===== config.mk =====
export PLATFORM = sky130hd
export DESIGN_NAME = dac_broadcast_command_decoder
export DESIGN_NICKNAME = d
export VERILOG_FILES = /design/src/inc/dac_cmd_pkg.sv /design/src/verilog/dac_broadcast_command_decoder.sv
export SDC_FILE = /design/constraint.sdc
export NUM_CORES = 2
export LEC_CHECK = 0
export BUFFER_PORTS_ARGS = -buffer_cell sky130_fd_sc_hd__buf_2
export CORE_AREA = 2 2 418 420
export DETAILED_ROUTE_END_ITERATION = 8
export DIE_AREA = 0 0 420 422
export HOLD_SLACK_MARGIN = 0.03
export PLACE_DENSITY = 0.45
export SLEW_MARGIN = 5
export SYNTH_ARGS = -nofsm -noshare
export SYNTH_HDL_FRONTEND = slang
export SYNTH_SLANG_ARGS = --single-unit
export TNS_END_PERCENT = 5

===== constraint.sdc =====
create_clock -name clock -period 5.64 [get_ports clock]
set_input_delay 1.128 -clock clock [delete_from_list [all_inputs] [get_ports clock]]
set_output_delay 1.128 -clock clock [all_outputs]
set_load 0.02 [all_outputs]

===== src/inc/dac_cmd_pkg.sv =====
// Overview of operation
// - A toggle/dither enable command stores sixteen bits, and a set bit turns toggle/dither on for its channel.
// - A cleared enable bit turns toggle/dither off for its channel, and every enable bit resets to zero.
// - The monitor multiplexer control carries an enable at bit 18, and the monitor output is driven only while it is one.
// - The monitor multiplexer control also carries a select field that picks the monitored signal and resets to zero.
// - A read/write fault register holds thermal shutdown at bit 10, clock integrity at bit 9 and command integrity at bit 8, all reset to zero.
// - The broadcast code command loads the code into every channel's input register without updating any output.
// - The broadcast code-and-update command loads each channel's bank-selected input register and moves the code into every DAC register at once.
// - The broadcast settings command applies one 12-bit settings field, in the single-channel layout, to every channel.
// - The broadcast settings-and-update command applies the settings to every channel and also updates every DAC register.
// - The global update command copies each channel's input register into its DAC register for all channels together.
// - Per-channel reads return, for a 4-bit channel index, the adjusted code, the settings, the offset adjust or the gain adjust.
// - Global reads return configuration, power-down, bank select, soft toggle, enables, mux control, faults and thermal status, and 0xff does nothing.
// - Each channel's input bank select bit sends code writes to the first input register when clear and to the second when set.
// - A falling soft toggle bit updates the channel from its first input register and a rising one from its second.
package dac_cmd_pkg;

	// ------------------------------------------------------------------
	// Command bytes
	// ------------------------------------------------------------------
	localparam logic [7:0] CMD_BANK_SELECT = 8'h72;
	localparam logic [7:0] CMD_SOFT_TOGGLE = 8'h73;
	localparam logic [7:0] CMD_TOGGLE_EN = 8'h74;
	localparam logic [7:0] CMD_MUX_CTRL = 8'h75;
	localparam logic [7:0] CMD_FAULT = 8'h76;
	localparam logic [7:0] CMD_CODE_ALL = 8'h78;
	localparam logic [7:0] CMD_CODE_ALL_UPD = 8'h79;
	localparam logic [7:0] CMD_SET_ALL = 8'h7a;
	localparam logic [7:0] CMD_SET_ALL_UPD = 8'h7b;
	localparam logic [7:0] CMD_UPDATE_ALL = 8'h7c;
	localparam logic [7:0] CMD_RD_CONFIG = 8'hf0;
	localparam logic [7:0] CMD_RD_POWER = 8'hf1;
	localparam logic [7:0] CMD_RD_BANK = 8'hf2;
	localparam logic [7:0] CMD_RD_TOGGLE = 8'hf3;
	localparam logic [7:0] CMD_RD_ENABLE = 8'hf4;
	localparam logic [7:0] CMD_RD_MUX = 8'hf5;
	localparam logic [7:0] CMD_RD_FAULT = 8'hf6;
	localparam logic [7:0] CMD_RD_THERMAL = 8'hf7;
	localparam logic [7:0] CMD_NOP = 8'hff;

	// Upper nibble of per-channel reads.
	localparam logic [3:0] CMD_RD_CODE = 4'h8;
	localparam logic [3:0] CMD_RD_SET = 4'h9;
	localparam logic [3:0] CMD_RD_OFFSET = 4'ha;
	localparam logic [3:0] CMD_RD_GAIN = 4'hb;

	// ------------------------------------------------------------------
	// Field layout, relative to frame bit 8 (data field holds bits 23:8)
	// ------------------------------------------------------------------
	localparam int FIELD_BASE = 8;
	localparam int MUX_ON_BIT = 18 - FIELD_BASE;
	localparam int MUX_SEL_LSB = 8 - FIELD_BASE;
	localparam int MUX_SEL_W = 17 - 8 + 1;
	localparam int FAULT_LSB = 8 - FIELD_BASE;
	localparam int FAULT_W = 10 - 8 + 1;
	localparam int SET_W = 19 - 8 + 1;
	localparam int OFFSET_W = 23 - 10 + 1;
	localparam int DATA_W = 23 - 8 + 1;
	localparam int CONFIG_W = 10 - 8 + 1;

	// ------------------------------------------------------------------
	// Reset values
	// ------------------------------------------------------------------
	localparam logic [15:0] RST_ENABLE = 16'h0000;
	localparam logic [MUX_SEL_W-1:0] RST_MUX_SEL = 10'h000;
	localparam logic [FAULT_W-1:0] RST_FAULT = 3'h0;
	localparam logic [SET_W-1:0] RST_SET = 12'h000;

endpackage


===== src/verilog/dac_broadcast_command_decoder.sv =====
`timescale 1ns/1ns
module dac_broadcast_command_decoder
#(
	parameter int CHANNELS = 16,
	parameter int DAC_BITS = 16
)
(
	input wire logic clock, // 25 MHz system clock
	input wire logic nrst, // Asynchronous reset, active low
	input wire logic cmd_valid, // One-cycle strobe: a whole command is here
	input wire logic [7:0] cmd_byte, // Command byte of the frame
	input wire logic [15:0] cmd_data, // Frame bits 23 to 8
	input wire logic [2:0] config_in, // Configuration bits 10 to 8
	input wire logic [CHANNELS-1:0] power_down_in, // Power-down status
	input wire logic [CHANNELS-1:0] thermal_status_in, // Thermal status
	input wire logic [2:0] fault_event, // Fault set pulses, bit order as reg
	input wire logic [CHANNELS*14-1:0] offset_flat, // Offset adjust values
	input wire logic [CHANNELS*DAC_BITS-1:0] gain_flat, // Gain adjust values
	output logic [CHANNELS-1:0] toggle_dither_on, // Toggle/dither enables
	output logic monitor_mux_on, // Monitor multiplexer drives its pin
	output logic [9:0] monitor_select, // Monitored signal select
	output logic thermal_shutdown_fault, // Fault flag, bit 10
	output logic clock_integrity_fault, // Fault flag, bit 9
	output logic command_integrity_fault, // Fault flag, bit 8
	output logic [CHANNELS-1:0] input_bank_select, // Bank steering per channel
	output logic [CHANNELS-1:0] soft_toggle_bit, // Software toggle bits
	output logic [CHANNELS*DAC_BITS-1:0] dac_code_flat, // DAC registers
	output logic [CHANNELS*12-1:0] settings_flat, // Channel settings
	output logic [CHANNELS-1:0] dac_update, // One-cycle update pulses
	output logic rd_valid, // One-cycle strobe with read data
	output logic [15:0] rd_data // Read data, frame bits 23 to 8
);

	// ------------------------------------------------------------------
	// Command decode
	// ------------------------------------------------------------------
	logic is_bank, is_toggle, is_enable, is_mux, is_fault;
	logic is_code_all, is_code_upd, is_set_all, is_set_upd, is_upd_all;
	logic is_chan_rd, is_glob_rd;
	logic [3:0] chan_idx;
	logic [DAC_BITS-1:0] code_in;

	function automatic logic hit(input logic [7:0] value);
		hit = cmd_valid && (cmd_byte == value);
	endfunction

	function automatic logic [15:0] left_justify(input logic [15:0] v,
		input int width);
		logic [15:0] r;
		r = 16'h0000;
		r = v << (16 - width);
		left_justify = r;
	endfunction

	assign is_bank = hit(dac_cmd_pkg::CMD_BANK_SELECT);
	assign is_toggle = hit(dac_cmd_pkg::CMD_SOFT_TOGGLE);
	assign is_enable = hit(dac_cmd_pkg::CMD_TOGGLE_EN);
	assign is_mux = hit(dac_cmd_pkg::CMD_MUX_CTRL);
	assign is_fault = hit(dac_cmd_pkg::CMD_FAULT);
	assign is_code_all = hit(dac_cmd_pkg::CMD_CODE_ALL);
	assign is_code_upd = hit(dac_cmd_pkg::CMD_CODE_ALL_UPD);
	assign is_set_all = hit(dac_cmd_pkg::CMD_SET_ALL);
	assign is_set_upd = hit(dac_cmd_pkg::CMD_SET_ALL_UPD);
	assign is_upd_all = hit(dac_cmd_pkg::CMD_UPDATE_ALL);
	assign chan_idx = cmd_byte[3:0];
	assign is_chan_rd = cmd_valid &&
		(cmd_byte[7:4] >= dac_cmd_pkg::CMD_RD_CODE) &&
		(cmd_byte[7:4] <= dac_cmd_pkg::CMD_RD_GAIN);
	assign is_glob_rd = cmd_valid &&
		(cmd_byte >= dac_cmd_pkg::CMD_RD_CONFIG) &&
		(cmd_byte <= dac_cmd_pkg::CMD_RD_THERMAL);
	// The 12-bit variant keeps its code in the top bits of the field.
	assign code_in = cmd_data[15 -: DAC_BITS];

	// ------------------------------------------------------------------
	// Global control registers
	// ------------------------------------------------------------------
	logic [CHANNELS-1:0] enable_q, bank_q, toggle_q;
	logic mux_on_q;
	logic [9:0] mux_sel_q;
	logic [2:0] fault_q, fault_d;

	always_ff @(posedge clock or negedge nrst)
	begin
		if (!nrst)
			enable_q <= dac_cmd_pkg::RST_ENABLE[CHANNELS-1:0];
		else if (is_enable)
			enable_q <= cmd_data[CHANNELS-1:0];
	end

	always_ff @(posedge clock or negedge nrst)
	begin
		if (!nrst)
		begin
			mux_on_q <= 1'b0;
			mux_sel_q <= dac_cmd_pkg::RST_MUX_SEL;
		end
		else if (is_mux)
		begin
			mux_on_q <= cmd_data[dac_cmd_pkg::MUX_ON_BIT];
			mux_sel_q <= cmd_data[dac_cmd_pkg::MUX_SEL_LSB +:
				dac_cmd_pkg::MUX_SEL_W];
		end
	end

	always_ff @(posedge clock or negedge nrst)
	begin
		if (!nrst)
		begin
			bank_q <= '0;
			toggle_q <= '0;
		end
		else
		begin
			if (is_bank)
				bank_q <= cmd_data[CHANNELS-1:0];
			if (is_toggle)
				toggle_q <= cmd_data[CHANNELS-1:0];
		end
	end

	// A fault seen in the same cycle as a write still lands: set wins.
	always_comb
	begin
		fault_d = fault_q;
		if (is_fault)
			fault_d = cmd_data[dac_cmd_pkg::FAULT_LSB +:
				dac_cmd_pkg::FAULT_W];
		fault_d = fault_d | fault_event;
	end

	always_ff @(posedge clock or negedge nrst)
	begin
		if (!nrst)
			fault_q <= dac_cmd_pkg::RST_FAULT;
		else
			fault_q <= fault_d;
	end

	// ------------------------------------------------------------------
	// Per-channel input, DAC and settings registers
	// ------------------------------------------------------------------
	logic [DAC_BITS-1:0] in_a_q [CHANNELS];
	logic [DAC_BITS-1:0] in_b_q [CHANNELS];
	logic [DAC_BITS-1:0] dac_q [CHANNELS];
	logic [11:0] set_q [CHANNELS];
	logic [CHANNELS-1:0] upd_q;

	// Source used by a plain update: the bank the toggle bit points at
	// while toggling is on, otherwise the first bank.
	function automatic logic [DAC_BITS-1:0] upd_src(input int i);
		upd_src = (enable_q[i] && toggle_q[i]) ? in_b_q[i] : in_a_q[i];
	endfunction

	always_ff @(posedge clock or negedge nrst)
	begin
		if (!nrst)
		begin
			for (int i = 0; i < CHANNELS; i++)
			begin
				in_a_q[i] <= '0;
				in_b_q[i] <= '0;
				dac_q[i] <= '0;
			end
			upd_q <= '0;
		end
		else
		begin
			upd_q <= '0;
			for (int i = 0; i < CHANNELS; i++)
			begin
				if (is_code_all || is_code_upd)
				begin
					if (bank_q[i])
						in_b_q[i] <= code_in;
					else
						in_a_q[i] <= code_in;
				end
				if (is_code_upd)
				begin
					dac_q[i] <= code_in;
					upd_q[i] <= 1'b1;
				end
				else if (is_upd_all || is_set_upd)
				begin
					dac_q[i] <= upd_src(i);
					upd_q[i] <= 1'b1;
				end
				else if (is_toggle && toggle_q[i] && !cmd_data[i])
				begin
					dac_q[i] <= in_a_q[i];
					upd_q[i] <= 1'b1;
				end
				else if (is_toggle && !toggle_q[i] && cmd_data[i])
				begin
					dac_q[i] <= in_b_q[i];
					upd_q[i] <= 1'b1;
				end
			end
		end
	end

	always_ff @(posedge clock or negedge nrst)
	begin
		if (!nrst)
		begin
			for (int i = 0; i < CHANNELS; i++)
				set_q[i] <= dac_cmd_pkg::RST_SET;
		end
		else if (is_set_all || is_set_upd)
		begin
			for (int i = 0; i < CHANNELS; i++)
				set_q[i] <= cmd_data[dac_cmd_pkg::SET_W-1:0];
		end
	end

	// ------------------------------------------------------------------
	// Read path
	// ------------------------------------------------------------------
	logic [15:0] rd_d;
	logic rd_valid_q;
	logic [15:0] rd_data_q;

	always_comb
	begin
		rd_d = 16'h0000;
		if (is_chan_rd)
		begin
			case (cmd_byte[7:4])
				dac_cmd_pkg::CMD_RD_CODE:
					rd_d = left_justify(16'(dac_q[chan_idx]), DAC_BITS);
				dac_cmd_pkg::CMD_RD_SET:
					rd_d = 16'(set_q[chan_idx]);
				dac_cmd_pkg::CMD_RD_OFFSET:
					rd_d = left_justify(16'(offset_flat[chan_idx*14 +: 14]),
						dac_cmd_pkg::OFFSET_W);
				dac_cmd_pkg::CMD_RD_GAIN:
					rd_d = left_justify(
						16'(gain_flat[chan_idx*DAC_BITS +: DAC_BITS]), DAC_BITS);
				default:
					rd_d = 16'h0000;
			endcase
		end
		else
		begin
			case (cmd_byte)
				dac_cmd_pkg::CMD_RD_CONFIG:
					rd_d = 16'(config_in);
				dac_cmd_pkg::CMD_RD_POWER:
					rd_d = 16'(power_down_in);
				dac_cmd_pkg::CMD_RD_BANK:
					rd_d = 16'(bank_q);
				dac_cmd_pkg::CMD_RD_TOGGLE:
					rd_d = 16'(toggle_q);
				dac_cmd_pkg::CMD_RD_ENABLE:
					rd_d = 16'(enable_q);
				dac_cmd_pkg::CMD_RD_MUX:
					rd_d = 16'({mux_on_q, mux_sel_q});
				dac_cmd_pkg::CMD_RD_FAULT:
					rd_d = 16'(fault_q);
				dac_cmd_pkg::CMD_RD_THERMAL:
					rd_d = 16'(thermal_status_in);
				default:
					rd_d = 16'h0000;
			endcase
		end
	end

	// No-operation and unknown bytes give no read strobe.
	always_ff @(posedge clock or negedge nrst)
	begin
		if (!nrst)
		begin
			rd_valid_q <= 1'b0;
			rd_data_q <= 16'h0000;
		end
		else
		begin
			rd_valid_q <= is_chan_rd || is_glob_rd;
			if (is_chan_rd || is_glob_rd)
				rd_data_q <= rd_d;
		end
	end

	// ------------------------------------------------------------------
	// Outputs
	// ------------------------------------------------------------------
	genvar g;
	generate
		for (g = 0; g < CHANNELS; g++)
		begin : g_flat
			assign dac_code_flat[g*DAC_BITS +: DAC_BITS] = dac_q[g];
			assign settings_flat[g*12 +: 12] = set_q[g];
		end
	endgenerate

	assign toggle_dither_on = enable_q;
	assign monitor_mux_on = mux_on_q;
	assign monitor_select = mux_sel_q;
	assign thermal_shutdown_fault = fault_q[2];
	assign clock_integrity_fault = fault_q[1];
	assign command_integrity_fault = fault_q[0];
	assign input_bank_select = bank_q;
	assign soft_toggle_bit = toggle_q;
	assign dac_update = upd_q;
	assign rd_valid = rd_valid_q;
	assign rd_data = rd_data_q;

endmodule


# Word level (Yosys, flattened, before mapping)
# Cells that the tools add are included.
[op_classes] n_bitwise=18 reduce_logical=178 eq_ne=22 n_mul=1 order_cmp=5 shifts=2 mux=154
[op_table] cell="16-bit two-way mux" n=83
[op_table] cell="256-bit by 9-bit variable part select with 16-bit output" n=1
[op_table] cell="224-bit by 9-bit variable part select with 14-bit output" n=1
[op_table] cell="16-bit one-hot mux with 8 select lines" n=1
[op_table] cell="1-bit logical AND" n=94
[op_table] cell="8-bit by 7-bit == test with 1-bit output (second input constant)" n=10
[op_table] cell="16-bit binary-select mux with 4-bit select" n=1
[op_table] cell="8-bit == test (second input constant)" n=8
[op_table] cell="1-bit two-way mux" n=64
[op_table] cell="16-bit one-hot mux with 4 select lines" n=1
[op_table] cell="2-bit AND reduction" n=32
[op_table] cell="4-bit nonzero test" n=16
[op_table] cell="12-bit binary-select mux with 4-bit select" n=1
[op_table] cell="1-bit zero test" n=32
[op_table] cell="12-bit two-way mux" n=2
[op_table] cell="4-bit == test (second input constant)" n=4
[op_table] cell="1-bit inverter" n=16
[op_table] cell="8-bit greater-or-equal comparator (second input constant)" n=1
[op_table] cell="8-bit less-or-equal comparator (second input constant)" n=1
[op_table] cell="4-bit by 3-bit multiplier with 7-bit output (second input constant)" n=1
[op_table] cell="5-bit greater-or-equal comparator (second input constant)" n=1
[op_table] cell="4-bit inverter with 5-bit output" n=1
[op_table] cell="4-bit greater-or-equal comparator (second input constant)" n=1
[op_table] cell="4-bit less-or-equal comparator (second input constant)" n=1
[op_table] cell="other kinds (3)" n=6
[word_totals] output_inout_bits=543 input_bits=545 regBits=875

# Logic depth before layout (Yosys ltp)
[logic_depth] ltp_word=8 depth_mapped=11

# Least setup slack after synthesis
# OpenSTA, ideal clock, no wires.
[synth_path] path_type="input to register" start="input port cmd_byte[1]" end="register rd_data_q[1] (netlist: rd_data[1])" setup_time_ns=0.131 cell_stages=8 arrival_time_ns=3.129 t_required_ns=5.509 path_slack_ns=2.379 path_buffers=4 path_cell_list="buf_2 buf_2 buf_2 buf_1 mux4_2 mux4_2 a22oi_1 nand2_1"
[synth_between] elab_chain_cells=6
[synth_rtl] item="from (decl)" line="dac_broadcast_command_decoder.sv:11" rtl="input wire logic [7:0] cmd_byte,"
[synth_rtl] item="parallel branches: the longest is 6 deep, another holds 256-bit by 9-bit variable part select with 16-bit output"
[synth_rtl] item="to (signal assigned)" line="dac_broadcast_command_decoder.sv:281" rtl="rd_data_q <= rd_d;"
[synth_rtl] item="to (decl)" line="dac_broadcast_command_decoder.sv:222" rtl="logic [15:0] rd_data_q;"
# Several ways; the timed one is not identified. The select of a mux whose other input is x is not followed.
# A chain may end at the register's enable or synchronous reset.

# Worst setup path after layout
[layout_path] start="input port cmd_byte[5]" end="register dac_q (netlist bit dac_code_flat[185])"
[layout_between] elab_chain_cells=7
[layout_rtl] item="8-bit by 7-bit == test with 1-bit output" line="dac_broadcast_command_decoder.sv:44" rtl="hit = cmd_valid && (cmd_byte == value);"
[layout_rtl] item="1-bit logical AND" line="dac_broadcast_command_decoder.sv:44"
[layout_rtl] item="1-bit logical AND (2 in a row)" line="dac_broadcast_command_decoder.sv:189" rtl="else if (is_toggle && toggle_q[i] && !cmd_data[i])"
[layout_rtl] item="16-bit two-way mux" line="dac_broadcast_command_decoder.sv:189"
[layout_rtl] item="16-bit two-way mux" line="dac_broadcast_command_decoder.sv:184" rtl="else if (is_upd_all || is_set_upd)"
[layout_rtl] item="16-bit two-way mux" line="dac_broadcast_command_decoder.sv:179" rtl="if (is_code_upd)"
[layout_rtl] item="to (signal, indexed assignment)" line="dac_broadcast_command_decoder.sv:181" rtl="dac_q[i] <= code_in;"
[layout_rtl] item="to (signal, indexed assignment)" line="dac_broadcast_command_decoder.sv:186" rtl="dac_q[i] <= upd_src(i);"
[layout_rtl] item="to (signal, indexed assignment)" line="dac_broadcast_command_decoder.sv:191" rtl="dac_q[i] <= in_a_q[i];"
[layout_rtl] item="to (decl)" line="dac_broadcast_command_decoder.sv:145" rtl="logic [DAC_BITS-1:0] dac_q [CHANNELS];"
# Parallel ways exist; a longest one is shown, timed or not.

==> results.yml <==
timing:
  rsz0062_at_grt: "false"
  fmax_mhz: 260.7
  slew_headroom_pct: 7.704
  finalHoldViolations: 0
  worstMarginPinSlew_ns: 1.378
  post-route-period-util_pct: 68.01
  worst_slack_ns: 1.804
  setup_violations: 0
  fin_skew_ns: 0.03739
  post-route-min-period_ns: 3.836
  final.setup.tns_ns: 0
  finalMaxSlewViolations: 0
clock_network:
  cts_tree: "yes"
  root_buffer: "clkbuf_16"
  cts_resized: 0
  holdBufCountCts: 0
  post_cts_buffers: 0
  cts_inserted_buffers: 101
  cts_buffer_depth: 3
  cts_sinks: 875
  clkTransAtPathRegs_ns: 0.06
  clk_latency_ns: 0.74
  h-tree-depth: 3
placement:
  place_area_um2: 52470
  numPortBuffers: 1087
  post-place-ws_ns: 1.148
  globalplace.congestion: 0.8997
  dp_hpwl_um: 191700
setup_path:
  path_max_fanout: 62
  cpMaxStageDelayCell: "or2_1"
  path_cells: "buf_2 -> nand4_2 -> or2_4 -> buf_4 -> buf_4 -> or2_1 -> o41ai_1"
  crit_type: "in2reg"
  worst_ep_arrival_time_ns: 4.40
  rr_startpoint: "soft_toggle_bit[11]$_DFFE_PN0N_"
  r2r_slack_ns: 2.83
  rr_endpoint: "dac_code_flat[185]$_DFFE_PN0P_"
  crit_top_cell: "buf_4"
  crit_buf_inv: 3
  cp_top_family: "simple AND/OR/NAND/NOR gates"
  max_stage_delay_ns: 0.72
  end_kind: "flip-flop"
  critPathRequiredTime_ns: 6.21
  cp-start-kind: "primary input"
  rr_worst_depth: 5
logic_synthesis:
  ys_top_cells_by_area: "dfrtp_1 48%, mux2_2 12%, mux4_2 11%"
  synth-seq-area-share_pct: 47.88
  synth_top_area_cell: "dfrtp_1"
  synth_area_um2: 45730
  synthArstFlopShare_pct: 100.0
  synth_warnings: 0
  synth_top_area_share_pct: 47.88
  synth_edf_count: 0
  synth_ff_type: "dfrtp_1"
  synth.distinct_cells: 74
  syn_nets: 4277
  syn_area_per_cell_um2: 12.25
  synth_seq_cells: 875
  synthCells: 3732
floorplanning:
  rows: 153
  initial_core_util_pct: 26.46
  die_area_um2: 177200
  fp.dieH_um: 422
  die_x_um: 420
  io_pins: 1088
  core_um2: 172900
pwr:
  p_clk_share_pct: 44.2
  powerDensity_nw_per_um2: 276.0
  pwr-share-comb_pct: 12.2
  p_int_mw: 11.11
  swShare_pct: 27.94
  totalPowerFinal_mw: 15.42
  irDropWorstVdd_mv: 0.2094
  pwr-share-seq_pct: 43.6
  p_switching_mw: 4.309
  p_leak_nw: 27.50
layout:
  seq_area_um2: 21900
  multi_input_area_um2: 20740
  final_layout_size_suffix_gt1_share_pct: 47.58
  fill_cells: 17620
  final_area_um2: 55870
  syn_to_final_growth_pct: 22.18
  nNetsFinal: 5063
  utilization_pct: 32.32
global_routing:
  grt_pass1_wl_um: 343800
  antenna_found_initial: 34
  grtUsageTotal_pct: 28.40
  grt_pass1_vias: 37744
  overflow: 0
  grt_max_degree: 121
outcome:
  outcome: "finished, final reports clean"
detailed_routing:
  first_pass_iters: 5
  via_per_inst: 5.525
  via_count: 38339
  wire_per_inst_um: 37.39
  drcViolationCount: 0
  ant_nets: 0
  wirelength_um: 259400
  drt_iter0_drc: 3246
worst_hold_path:
  hold_class: "in2async"
job:
  maxCapViolations: 0
cells by family after synthesis:
kind of cell | share of synthesized area, %
compound gates | 10.94
xor+xnor | 0.3064
buf+inv | 6.988
flops | 47.88
mux | 25.57
simple gates | 8.320
cell type report:
type | instances | area share, %
Clock buffer | 155 | 5.520
Antenna cell | 18 | 0.08062
Timing Repair Buffer | 1239 | 12.24
Tap cell | 2325 | 5.206
Multi-Input combinational cell | 2280 | 37.11
Inverter | 21 | 0.1456
Sequential cell | 875 | 39.19
Clock inverter | 26 | 0.4971
cells in the final DEF (no fill, tap or decap), types with 18 or more instances in the layout:
master        n
buf_2      1082
mux2_1      100
o41ai_1     256
clkbuf_8     29
mux4_2      216
buf_4       136
nand2_1      86
mux2_2      486
o21ai_0     261
nor2b_1      23
a22oi_1      22
nor3b_1      20
inv_1        19
dfrtp_1     873
nor2_2       28
buf_12       18
nor3_1      382
nor2_1      133
clkbuf_1     22
mux2i_1      23
diode_2      18
clkbuf_16   104
synth_stat cells (7+ instances only):
cell,instances
nor3_1,383
a32oi_1,14
o41ai_1,256
a21boi_1,14
a32o_2,13
buf_1,14
nand2_4,10
nand4_1,7
mux4_2,216
buf_2,156
nor2b_1,25
buf_6,12
mux2_1,100
nand3_1,14
a21oi_1,14
nor3b_1,21
inv_1,20
nor2_2,10
clkbuf_1,179
o21ai_0,261
a22o_1,12
a22oi_1,22
dfrtp_1,875
a32oi_2,14
mux2i_1,23
nand2_1,86
a211o_1,7
or2_1,12
mux2_2,486
nor2_1,151
buf_4,194
xnor2_1,15
per-layer routing:
| layer | routed length (um) | track usage (%) | up-vias |
|---|---|---|---|
| met4 | 20390 | 19.04 | 14 |
| li1 | - | - | 15593 |
| met3 | 16400 | 5.291 | 485 |
| met1 | 96730 | 32.86 | 20511 |
| met5 | 103 | 0 | - |
| met2 | 125800 | 47.62 | 1736 |
per-stage QoR:
stage / cells / hold slack [ns]
final: 6939 / 0.4067
after global routing: 6929 / 0.4543
after CTS: 6921 / 0.4329
after detailed placement: 6740 / 0.4824
after global placement: 6740 / 0.4755
after floorplan: 3732 / 0.4652
how the worst max path moves through the flow:
stage | startpoint | to | slack [ns] | cells after the start
global route | cmd_byte[5] | dac_code_flat[183]$_DFFE_PN0P_ | 1.73 | 7
floorplan | cmd_byte[1] | rd_data[1]$_DFFE_PN0P_ | 2.38 | 8
CTS | cmd_byte[6] | dac_code_flat[153]$_DFFE_PN0P_ | 1.93 | 7
detailed placement | cmd_byte[6] | dac_code_flat[153]$_DFFE_PN0P_ | 1.15 | 7
global placement | cmd_byte[0] | dac_code_flat[253]$_DFFE_PN0P_ | 0.85 | 7
finish | cmd_byte[5] | dac_code_flat[185]$_DFFE_PN0P_ | 1.80 | 7
state kept, by name, indices dropped and copies added (netlist names):
name,flops
soft_toggle_bit,16
in_b_q,256
monitor_select,10
dac_update,16
monitor_mux_on,1
input_bank_select,16
rd_data,16
toggle_dither_on,16
in_a_q,256
dac_code_flat,256
rd_valid,1
fault_q,3
settings_flat,12
power groups by stage:
| stage | clock network (mW) | logic, mW | registers (mW) |
|---|---|---|---|
| 2_1_floorplan | 0 | 0.970 | 6.79 |
| 3_3_place_gp | 0 | 1.89 | 6.83 |
| 3_5_place_dp | 0 | 1.91 | 6.83 |
| 4_1_cts | 6.90 | 1.91 | 6.72 |
| 5_1_grt | 7.12 | 1.98 | 6.74 |
| 6_report | 6.81 | 1.89 | 6.72 |
Power figures use the tool's default switching activity.
